### config.mk
export PLATFORM = sky130hd
export DESIGN_NAME = gpio_port
export DESIGN_NICKNAME = d
export VERILOG_FILES = /design/src/verilog/gpio_port_pkg.sv /design/src/verilog/alias_update.sv /design/src/verilog/gpio_port.sv
export SDC_FILE = /design/constraint.sdc
export NUM_CORES = 1
export LEC_CHECK = 0
export BUFFER_PORTS_ARGS = -buffer_cell sky130_fd_sc_hd__buf_4
export CAP_MARGIN = 20
export CORE_MARGIN = 4
export CORE_UTILIZATION = 60
export CTS_CLUSTER_SIZE = 24
export DETAILED_ROUTE_END_ITERATION = 12
export GPL_ROUTABILITY_DRIVEN = 0
export PLACE_DENSITY = 0.87
export SLEW_MARGIN = 20
export SYNTH_ARGS = -nofsm -noshare
export SYNTH_HDL_FRONTEND = slang
export SYNTH_SLANG_ARGS = --single-unit
### constraint.sdc
create_clock -name core_clk -period 4.4 [get_ports core_clk]
set_input_delay 0.88 -clock core_clk [delete_from_list [all_inputs] [get_ports core_clk]]
set_output_delay 0.88 -clock core_clk [all_outputs]
set_load 0.01 [all_outputs]
### src/verilog/gpio_port_pkg.sv
// Purpose: Shared constants and types for the general-purpose parallel I/O port.
// Assumes: APB byte addresses; every register takes one aligned 32-bit word.
// Notes:   Only the low half-word of each register carries pin bits.
`default_nettype none

package gpio_port_pkg;

    // ------------------------------------------------------------------
    // Register map
    // ------------------------------------------------------------------
    localparam logic [15:0] PIN_DIRECTION_OFFSET     = 16'h6180;  // Direction control.
    localparam logic [15:0] PIN_LEVEL_OFFSET         = 16'h6190;  // Sampled pin state.
    localparam logic [15:0] OUTPUT_LATCH_OFFSET      = 16'h61a0;  // Output latch.
    localparam logic [15:0] OPEN_DRAIN_SELECT_OFFSET = 16'h61b0;  // Open-drain select.

    // Alias displacement from each base register, in bytes.
    localparam logic [15:0] CLEAR_ALIAS_OFFSET  = 16'h0004;
    localparam logic [15:0] SET_ALIAS_OFFSET    = 16'h0008;
    localparam logic [15:0] INVERT_ALIAS_OFFSET = 16'h000c;

    // ------------------------------------------------------------------
    // Pin layout and reset values per variant
    // ------------------------------------------------------------------
    localparam int          PIN_COUNT        = 16;       // Width of the pin half-word.
    localparam logic [15:0] LARGE_IMPL_MASK  = 16'hf3cf;  // Pins 15:12, 9:6, 3:0.
    localparam logic [15:0] SMALL_IMPL_MASK  = 16'h03cc;  // Pins 9:6, 3:2.
    localparam logic [15:0] LARGE_DIR_RESET  = 16'hf3cf;  // All implemented pins inputs.
    localparam logic [15:0] SMALL_DIR_RESET  = 16'h03cc;  // All implemented pins inputs.
    localparam logic [15:0] OPEN_DRAIN_RESET = 16'h0000;  // Push-pull everywhere.
    localparam logic [15:0] LATCH_RESET      = 16'h0000;  // Any value is legal here.
    localparam logic [15:0] SAMPLE_RESET     = 16'h0000;  // Any value is legal here.

    // ------------------------------------------------------------------
    // Alias operations, selected by address bits 3:2
    // ------------------------------------------------------------------
    typedef enum logic [1:0] {
        OP_WRITE  = 2'h0,
        OP_CLEAR  = 2'h1,
        OP_SET    = 2'h2,
        OP_INVERT = 2'h3
    } alias_op_t;

endpackage

`default_nettype wire

### src/verilog/alias_update.sv
// Purpose: Computes the new value of one port register for a plain or alias write.
// Assumes: Purely combinational; the caller registers the result.
// Notes:   Bits outside the implemented mask never change.
`default_nettype none
`timescale 1ns/1ps

module alias_update #(
    parameter int WIDTH = 16
) (
    // Operands.
    input  wire logic [WIDTH-1:0]             old_value,
    input  wire logic [WIDTH-1:0]             write_data,
    input  wire logic [WIDTH-1:0]             impl_mask,
    // Operation.
    input  wire gpio_port_pkg::alias_op_t     op,
    // Result.
    output logic      [WIDTH-1:0]             new_value
);

    // ------------------------------------------------------------------
    // Operation select
    // ------------------------------------------------------------------
    // Alias writes only touch bits written as one; unimplemented bits are frozen.
    always_comb begin
        logic [WIDTH-1:0] raw;
        raw = old_value;
        unique case (op)
            gpio_port_pkg::OP_WRITE:  raw = write_data;
            gpio_port_pkg::OP_CLEAR:  raw = old_value & ~write_data;
            gpio_port_pkg::OP_SET:    raw = old_value | write_data;
            gpio_port_pkg::OP_INVERT: raw = old_value ^ write_data;
        endcase
        new_value = (raw & impl_mask) | (old_value & ~impl_mask);
    end

endmodule // alias_update

`default_nettype wire

### src/verilog/gpio_port.sv
// Purpose: Parallel I/O port with direction, pin level, latch and open-drain registers on APB.
// Assumes: Pin inputs are synchronous to core_clk; the pad applies out/oe to the wire.
// Notes:   Each register has clear, set and invert aliases for atomic bit updates.
`default_nettype none
`timescale 1ns/1ps

module gpio_port #(
    parameter bit LARGE_VARIANT = 1'b1  // One selects twelve pins, zero six pins.
) (
    // Clock and reset.
    input  wire logic        core_clk,
    input  wire logic        arst_n,
    // APB slave.
    input  wire logic        psel,
    input  wire logic        penable,
    input  wire logic        pwrite,
    input  wire logic [15:0] paddr,
    input  wire logic [31:0] pwdata,
    output logic      [31:0] prdata,
    output logic             pready,
    output logic             pslverr,
    // Port pins.
    input  wire logic [15:0] pin_in,
    output logic      [15:0] pin_out,
    output logic      [15:0] pin_oe
);

    // ------------------------------------------------------------------
    // Variant constants
    // ------------------------------------------------------------------
    localparam logic [15:0] IMPL_MASK =
        LARGE_VARIANT ? gpio_port_pkg::LARGE_IMPL_MASK : gpio_port_pkg::SMALL_IMPL_MASK;
    localparam logic [15:0] DIR_RESET =
        LARGE_VARIANT ? gpio_port_pkg::LARGE_DIR_RESET : gpio_port_pkg::SMALL_DIR_RESET;

    // ------------------------------------------------------------------
    // State
    // ------------------------------------------------------------------
    typedef struct packed {
        logic [15:0] direction;    // One bit per pin, one means input.
        logic [15:0] latch;        // Output latch.
        logic [15:0] open_drain;   // One selects an open-drain driver.
        logic [15:0] sample;       // Registered pin levels.
        logic [31:0] rdata;        // Read data held through the access phase.
        logic        ready;        // Access phase answer.
        logic        slverr;       // Unmapped or misaligned access.
        logic [15:0] drive;        // Pad output value.
        logic [15:0] enable;       // Pad output enable.
    } port_state_t;

    port_state_t state;       // Registered state.
    port_state_t next_state;  // Next state from the combinational process.

    // ------------------------------------------------------------------
    // Address decode
    // ------------------------------------------------------------------
    logic [15:0]              base_addr;  // Address with the alias bits removed.
    gpio_port_pkg::alias_op_t op;         // Alias operation from address bits 3:2.
    logic                     hit_dir;    // Direction register or alias.
    logic                     hit_lvl;    // Pin level register or alias.
    logic                     hit_lat;    // Latch register or alias.
    logic                     hit_odc;    // Open-drain register or alias.
    logic                     mapped;     // Any register hit, word aligned.

    // Aliases share the base's 16-byte slot, so bits 3:2 choose the operation.
    assign base_addr = {paddr[15:4], 4'h0};
    assign op        = gpio_port_pkg::alias_op_t'(paddr[3:2]);
    assign hit_dir   = (base_addr == gpio_port_pkg::PIN_DIRECTION_OFFSET);
    assign hit_lvl   = (base_addr == gpio_port_pkg::PIN_LEVEL_OFFSET);
    assign hit_lat   = (base_addr == gpio_port_pkg::OUTPUT_LATCH_OFFSET);
    assign hit_odc   = (base_addr == gpio_port_pkg::OPEN_DRAIN_SELECT_OFFSET);
    assign mapped    = (hit_dir | hit_lvl | hit_lat | hit_odc) && (paddr[1:0] == 2'h0);

    // ------------------------------------------------------------------
    // Register update values
    // ------------------------------------------------------------------
    logic [15:0] upd_dir;  // Direction after this write.
    logic [15:0] upd_lat;  // Latch after this write.
    logic [15:0] upd_odc;  // Open-drain after this write.

    // One updater per register keeps each alias operation identical for all three.
    alias_update #(.WIDTH(16)) u_dir_update (
        .old_value  (state.direction),
        .write_data (pwdata[15:0]),
        .impl_mask  (IMPL_MASK),
        .op         (op),
        .new_value  (upd_dir)
    );

    alias_update #(.WIDTH(16)) u_lat_update (
        .old_value  (state.latch),
        .write_data (pwdata[15:0]),
        .impl_mask  (IMPL_MASK),
        .op         (op),
        .new_value  (upd_lat)
    );

    alias_update #(.WIDTH(16)) u_odc_update (
        .old_value  (state.open_drain),
        .write_data (pwdata[15:0]),
        .impl_mask  (IMPL_MASK),
        .op         (op),
        .new_value  (upd_odc)
    );

    // ------------------------------------------------------------------
    // Next state
    // ------------------------------------------------------------------
    // The answer is prepared in the setup cycle so pready is high in the
    // first access cycle; the write lands on the edge that completes it.
    always_comb begin
        logic setup;
        logic commit;
        setup  = psel && !penable && !state.ready;
        commit = psel && penable && state.ready;
        next_state = state;

        // Pins are sampled every cycle; unimplemented pins always read zero.
        next_state.sample = pin_in & IMPL_MASK;

        // Setup: latch the read data and answer in the next cycle.
        if (setup) begin
            next_state.ready  = 1'b1;
            next_state.slverr = !mapped;
            next_state.rdata  = 32'h0000_0000;
            if (mapped && op == gpio_port_pkg::OP_WRITE) begin
                // Alias reads answer zero, which is one legal undefined value.
                if (hit_dir) begin
                    next_state.rdata[15:0] = state.direction & IMPL_MASK;
                end else if (hit_lvl) begin
                    next_state.rdata[15:0] = state.sample;
                end else if (hit_lat) begin
                    next_state.rdata[15:0] = state.latch & IMPL_MASK;
                end else begin
                    next_state.rdata[15:0] = state.open_drain & IMPL_MASK;
                end
            end
        end

        // Access completes: apply a write, then drop the answer.
        if (commit) begin
            next_state.ready  = 1'b0;
            next_state.slverr = 1'b0;
            if (pwrite && mapped) begin
                if (hit_dir) begin
                    next_state.direction = upd_dir;
                end
                // Level and latch writes both go to the latch.
                if (hit_lvl || hit_lat) begin
                    next_state.latch = upd_lat;
                end
                if (hit_odc) begin
                    next_state.open_drain = upd_odc;
                end
            end
        end

        // Pad drive: a direction bit of zero makes the pin an output. An
        // open-drain output only pulls low and releases the pin for a one.
        for (int i = 0; i < gpio_port_pkg::PIN_COUNT; i++) begin
            if (!IMPL_MASK[i] || state.direction[i]) begin
                next_state.drive[i]  = 1'b0;
                next_state.enable[i] = 1'b0;
            end else if (state.open_drain[i]) begin
                next_state.drive[i]  = 1'b0;
                next_state.enable[i] = !state.latch[i];
            end else begin
                next_state.drive[i]  = state.latch[i];
                next_state.enable[i] = 1'b1;
            end
        end
    end

    // ------------------------------------------------------------------
    // State register
    // ------------------------------------------------------------------
    // Latch and sample have no architectural reset value; they clear anyway
    // so simulation never carries unknowns onto the pads.
    always_ff @(posedge core_clk or negedge arst_n) begin
        if (!arst_n) begin
            state.direction  <= DIR_RESET;
            state.latch      <= gpio_port_pkg::LATCH_RESET;
            state.open_drain <= gpio_port_pkg::OPEN_DRAIN_RESET;
            state.sample     <= gpio_port_pkg::SAMPLE_RESET;
            state.rdata      <= 32'h0000_0000;
            state.ready      <= 1'b0;
            state.slverr     <= 1'b0;
            state.drive      <= 16'h0000;
            state.enable     <= 16'h0000;
        end else begin
            state <= next_state;
        end
    end

    // ------------------------------------------------------------------
    // Outputs
    // ------------------------------------------------------------------
    // Every output is a field of the registered state.
    assign prdata  = state.rdata;
    assign pready  = state.ready;
    assign pslverr = state.slverr;
    assign pin_out = state.drive;
    assign pin_oe  = state.enable;

endmodule // gpio_port

`default_nettype wire

==> results of run 1 <==
-- worst min-delay path by stage --
stage / to / slack [ns] / depth (start not counted)
2_1_floorplan: pin_oe[3] / 0.47 / 1
3_3_place_gp: pin_oe[7] / 0.50 / 1
3_5_place_dp: pin_oe[7] / 0.51 / 1
4_1_cts: pin_oe[7] / 0.53 / 1
5_1_grt: pin_oe[14] / 0.56 / 1
6_report: pin_oe[3] / 0.53 / 1
-- through the flow --
step,worst slack [ns],util (%),total power [mW]
2_1_floorplan,1.76,-,0.971
3_3_place_gp,1.23,65.1,1.02
3_5_place_dp,1.19,65.2,1.03
4_1_cts,1.59,67.7,1.71
5_1_grt,1.51,67.8,1.78
6_report,1.57,67.8,1.70
-- worst max-delay path, stage by stage --
cell	delay [ns]
buf_4	0.11
or4b_4	0.58
or3_4	0.39
nor3_4	0.70
mux2_2	0.41
-- registers in the layout, indices dropped and copies added (netlist names) --
register and count:
state 48, pin_oe 12, pin_out 12, prdata 12
pready 1, pslverr 1
-- cells in the final DEF (no fill, tap or decap), types with 9 or more instances in the layout --
cell type	netlist	routed
buf_4	64	87
nand3_1	12	12
clkbuf_8	0	10
a211oi_1	27	27
a21oi_1	77	77
nand2_1	12	12
nor3_1	37	36
o21ai_0	9	9
nor2b_1	21	21
dfstp_2	12	12
o21ai_1	12	12
nor2_1	37	37
conb_1	1	28
mux2_2	13	13
mux2i_1	31	31
nand2b_1	15	15
dfrtp_1	74	74
a41oi_1	12	12
inv_1	50	50
ha_1	72	72
-- cell type report --
| cell class | instances | area (um^2) |
|---|---|---|
| repair buffers | 88 | 664 |
| well taps | 133 | 166 |
| clock inverters | 5 | 106 |
| multi-input cells | 446 | 3280 |
| flip-flops and latches | 86 | 2170 |
| inverters | 50 | 188 |
| clock buffers | 11 | 141 |
| fillers | 781 | 3190 |
-- power by group --
| part | internal (mW) | switching [mW] | total, mW |
|---|---|---|---|
| logic | 0.0830 | 0.135 | 0.218 |
| registers | 0.798 | 0.00380 | 0.802 |
| clock network | 0.394 | 0.288 | 0.682 |
-- cell families after synthesis --
logic type               Yosys count  synth area share, %
AO/OA/AOI/OAI                    138                 13.0
adder cells (fa/ha/maj)           72                 14.6
multiplexers                      58                 10.4
other                              1               0.0606
buffers and inverters            153                 13.7
AND/OR/NAND/NOR                  150                 13.2
flip-flops                        86                 35.0
-- per-layer routing --
layer  global-route usage, %  wire (um)  vias to the layer above
met1                    28.5       5250                     2303
met3                    4.82        684                       22
li1                        -          -                     2222
met5                       0          0                        -
met4                    7.84        304                        0
met2                    39.9       7020                      134
==> flow_metrics.tcl, run 1 <==
set metrics [dict create \
    postCtsSetupRepairBufs 0 \
    fin_worst_hold_slack_ns 0.528 \
    grt_max_degree 101 \
    worstSkewPairLatency_ns 0.37 \
    ios 135 \
    cts.htree.levels 3 \
    critPathMaxFanout 12 \
    post-dp-hpwl_mm 9.29 \
    antenna_found_initial 0 \
    routedWlPerCell_um 16.2 \
    holdCritStartpoint "state[101]" \
    ys.flop_type "dfrtp_1" \
    drtAntennaViolNets 0 \
    finalCritPeriodShare_pct 64.4 \
    cts.path.max_buffers 2 \
    core-area_um2 9910 \
    synthArstFlopShare_pct 100 \
    first_global_vias 4502 \
    finClkSkew_ns 0.0117 \
    hold_violations 0 \
    synth.area.top_cells "dfrtp_1 (30%), ha_1 (15%), buf_4 (7.8%)" \
    yosysTopAreaCell "dfrtp_1" \
    ir_drop_mv 0.166 \
    fmax_mhz 353 \
    yosysTopAreaCellShare_pct 29.9 \
    num_vias 4681 \
    cts_buffers 9 \
    die-area_um2 12000 \
    ys_warn_count 0 \
    grt_first_pass_wirelength_mm 21.6 \
    synth_area_per_cell_um2 9.40 \
    dpl_cell_area_um2 6460 \
    placed_cells 802 \
    synth_common_cells "a21oi_1 (77), dfrtp_1 (74), ha_1 (72)" \
    rr_endpoint "state[83]" \
    fin_setup_tns_ns 0 \
    layout.nets 822 \
    arrival_ns 3.08 \
    r2r-start "pready" \
    cp_data_required_time_ns 4.65 \
    r2r_slack_ns 2.20 \
    cts_resized 0 \
    fp.dieH_um 110 \
    synth_most_common_cell "a21oi_1" \
    syn-cell-area_um2 6180 \
    synth_edf_count 0 \
    drt_iter0_drc 323 \
    fin_cells 819 \
    clockRootBuffer "clkbuf_8" \
    dr.pass1.iters 5 \
    rsz0062_at_grt "no" \
    cts_hold_buffers 0 \
    drv_cap 0 \
    fin_area_um2 6720 \
    outcome "completed" \
    synth_cell_types 39 \
    syn_inst 658 \
    finalSetupViolations 0 \
    slew_viol_final 0 \
    power.density_nw_per_um2 253 \
    crit_start "paddr[9]" \
    critPathLaunchType "primary input" \
    ys_seq_area_share_pct 35.0 \
    area_growth_pct 8.62 \
    power.leakage_nw 3.26 \
    drive_gt1_share_pct 21.3 \
    cts.clk_slew.worst_paths_ns 0.09 \
    drt-total-wl_mm 13.3 \
    io_buffers 82 \
    clkSinkCount 86 \
    std_cell_rows 36 \
    crit_path_end "state[83]" \
    ys_ff_latch 86 \
    grt_use_total_pct 23.0 \
    drc 0 \
    min_period_ns 2.83 \
    antenna_cells 0 \
    r2r_cells 4 \
    crit_type "in2reg" \
    start_util_pct 62.4 \
    worst_pin_slew_ns 0.965 \
    cp-end-kind "flop" \
    viasPerCell 5.72 \
    hp-class "reg2reg" \
    die_w_um 110 \
    maxSlewHeadroom_pct 35.6 \
    tritoncts "done" \
    gr-total-overflow 0 \
]
Note: power is estimated with default switching activity, not from simulation.
==> inputs of run 2 (changes only) <==
- ABC_AREA: default -> 1
- CORE_UTILIZATION: 60 -> 56
- PLACE_DENSITY: 0.87 -> 0.82
- clock period: 4.4 -> 2.7 ns (I/O delays scaled with it)
==> flow_metrics.tcl, run 2 <==
set metrics [dict create \
    hold_violations 0 \
    hp-class "in2async" \
    std_cell_rows 38 \
    cts.clk_slew.worst_paths_ns 0.10 \
    p_sw_share_pct 28.5 \
    r2r_slack_ns 1.05 \
    critPathMaxFanout 24 \
    ios 135 \
    synth_most_common_cell "nand2_1" \
    layout.nets 992 \
    cts_hold_buffers 0 \
    grt_use_total_pct 23.3 \
    pwr-share-comb_pct 13.8 \
    crit_top_cell "nor2_1" \
    finClkSkew_ns 0.00932 \
    ys_warn_count 0 \
    fillers 942 \
    power.density_nw_per_um2 389 \
    yosysTopAreaCellShare_pct 30.1 \
    final_common_cell "nand2_1" \
    final_cell_mix "nand2_1 (225), inv_1 (112), buf_4 (97)" \
    drt_iter0_drc 333 \
    routedWlPerCell_um 14.5 \
    pwr-share-clk_pct 35.9 \
    seqPwrFrac_pct 50.4 \
    yosysTopAreaCell "dfrtp_1" \
    ys_seq_area_share_pct 35.2 \
    worst_pin_slew_ns 0.725 \
    crit_start "paddr[11]" \
    dpl_cell_area_um2 6570 \
    fmax_mhz 550 \
    synth_cell_types 28 \
    drv_cap 0 \
    fin_setup_tns_ns 0 \
    start_util_pct 57.0 \
    antenna_cells 0 \
    tritoncts "done" \
    area_growth_pct 9.95 \
    die_w_um 113 \
    switchingPower_mw 0.751 \
    io_buffers 82 \
    r2r-start "pready" \
    min_period_ns 1.82 \
    ir_drop_mv 0.224 \
    critPathLaunchType "primary input" \
    dr.pass1.iters 6 \
    cts.path.max_buffers 2 \
    viasPerCell 5.20 \
    cts.htree.levels 3 \
    synthArstFlopShare_pct 100 \
    finalSetupViolations 0 \
    cp_data_required_time_ns 2.96 \
    cts_buffers 9 \
    drtAntennaViolNets 0 \
    p_int_mw 1.88 \
    grt_first_pass_wirelength_mm 24.0 \
    largest_register_ffs 48 \
    worstSkewPairLatency_ns 0.37 \
    power.leakage_nw 3.84 \
    synth_edf_count 0 \
    post-dp-hpwl_mm 10.0 \
    outcome "completed" \
    gr-total-overflow 0 \
    drt-total-wl_mm 14.4 \
    ys.flop_type "dfrtp_1" \
    drive_gt1_share_pct 16.1 \
    crit_chain "buf_4 -> nor2_1 -> nand2_1 -> nor2_8 -> nand2_4 -> nor2_8 -> nand2_2 -> nor2_1 -> nor2_1" \
    crit_path_end "state[88]" \
    cp-end-kind "flop" \
    synth.area.top_cells "dfrtp_1 (30%), ha_1 (15%), nand2_1 (14%)" \
    grt_max_degree 87 \
    first_global_vias 4957 \
    finalPower_mw 2.63 \
    synth_common_cells "nand2_1 (225), inv_1 (112), nor2_1 (76)" \
    r2r_cells 7 \
    syn_inst 808 \
    rsz0062_at_grt "no" \
    rr_endpoint "state[88]" \
    arrival_ns 2.08 \
    fin_worst_hold_slack_ns 0.188 \
    syn-cell-area_um2 6150 \
    cpPeakStageDelay_ns 0.34 \
    slew_viol_final 0 \
    cp_slowest_cell "nand2_2" \
    postCtsSetupRepairBufs 0 \
    clkSinkCount 86 \
    ys_ff_latch 86 \
    top_register "state" \
    synth_area_per_cell_um2 7.61 \
    finalCritPeriodShare_pct 67.3 \
    fp.dieH_um 113 \
    clockRootBuffer "clkbuf_8" \
    cts_resized 0 \
    core-area_um2 10800 \
    maxSlewHeadroom_pct 51.5 \
    antenna_found_initial 0 \
    fin_area_um2 6760 \
    num_vias 5182 \
    drc 0 \
    die-area_um2 12700 \
    crit_type "in2reg" \
]
-- run 2: cell count changes after synthesis, moves of 23 or more --
cell,delta
nand2_1,+213
a21oi_1,-65
inv_1,+62
nor2_1,+39
nand3_1,+32
mux2i_1,-31
a211oi_1,-27
o2111ai_1,+24
nor3_1,-23
-- run 2: area by class of cell --
type                       instances  area (um^2)  share of cell area (%)
clock inverter                     7         73.8                    1.09
sequential                        86         2170                    32.0
inverter                         116          435                    6.44
multi-input combinational        540         3040                    45.0
timing repair buffer              98          748                    11.1
clock buffer                       9          124                    1.83
tap                              140          175                    2.59
-- run 2: logic make-up after synthesis --
kind of cell / synth area share, %
AOI/OAI and AO/OA: 6.59
adders and majority gates: 14.6
buffers and inverters: 17.0
DFF: 35.2
other: 0.0610
and+or+nand+nor: 26.5
-- run 2: how the worst min path moves through the flow --
| stage | startpoint | depth (start not counted) | endpoint |
|---|---|---|---|
| 2_1_floorplan | arst_n | 0 | pin_oe[0] |
| 3_3_place_gp | state[99] | 1 | pin_oe[1] |
| 3_5_place_dp | prdata[7] | 2 | prdata[7] |
| 4_1_cts | arst_n | 2 | pin_out[15] |
| 5_1_grt | arst_n | 2 | state[113] |
| 6_report | arst_n | 2 | pin_oe[1] |
-- run 2: critical path: cells and delay by family --
kind                   cells  cell delay, ns
and+or+nand+nor            8            1.43
buffers and inverters      1            0.11
-- run 2: power by group through the flow --
stage / sequential (mW) / combinational [mW] / clock, mW
global route: 1.33 / 0.412 / 1.02
finish: 1.33 / 0.362 / 0.945
detailed placement: 1.35 / 0.362 / 0
global placement: 1.35 / 0.352 / 0
floorplan: 1.36 / 0.228 / 0
CTS: 1.33 / 0.362 / 0.959
-- run 2: metrics by stage --
| step | std cells | setup WS (ns) | utilization, % |
|---|---|---|---|
| finish | 996 | 0.882 | 62.7 |
| global route | 996 | 0.758 | 62.7 |
| CTS | 996 | 0.883 | 62.7 |
| detailed placement | 980 | 0.527 | 60.8 |
| global placement | 980 | 0.583 | 60.8 |
| floorplan | 835 | 1.04 | - |
-- run 2: routing by layer --
metal | global-route usage (%) | routed length, um
met4 | 10.5 | 530
met2 | 38.0 | 7010
met3 | 4.33 | 1070
met1 | 30.3 | 5810
met5 | 0 | 0
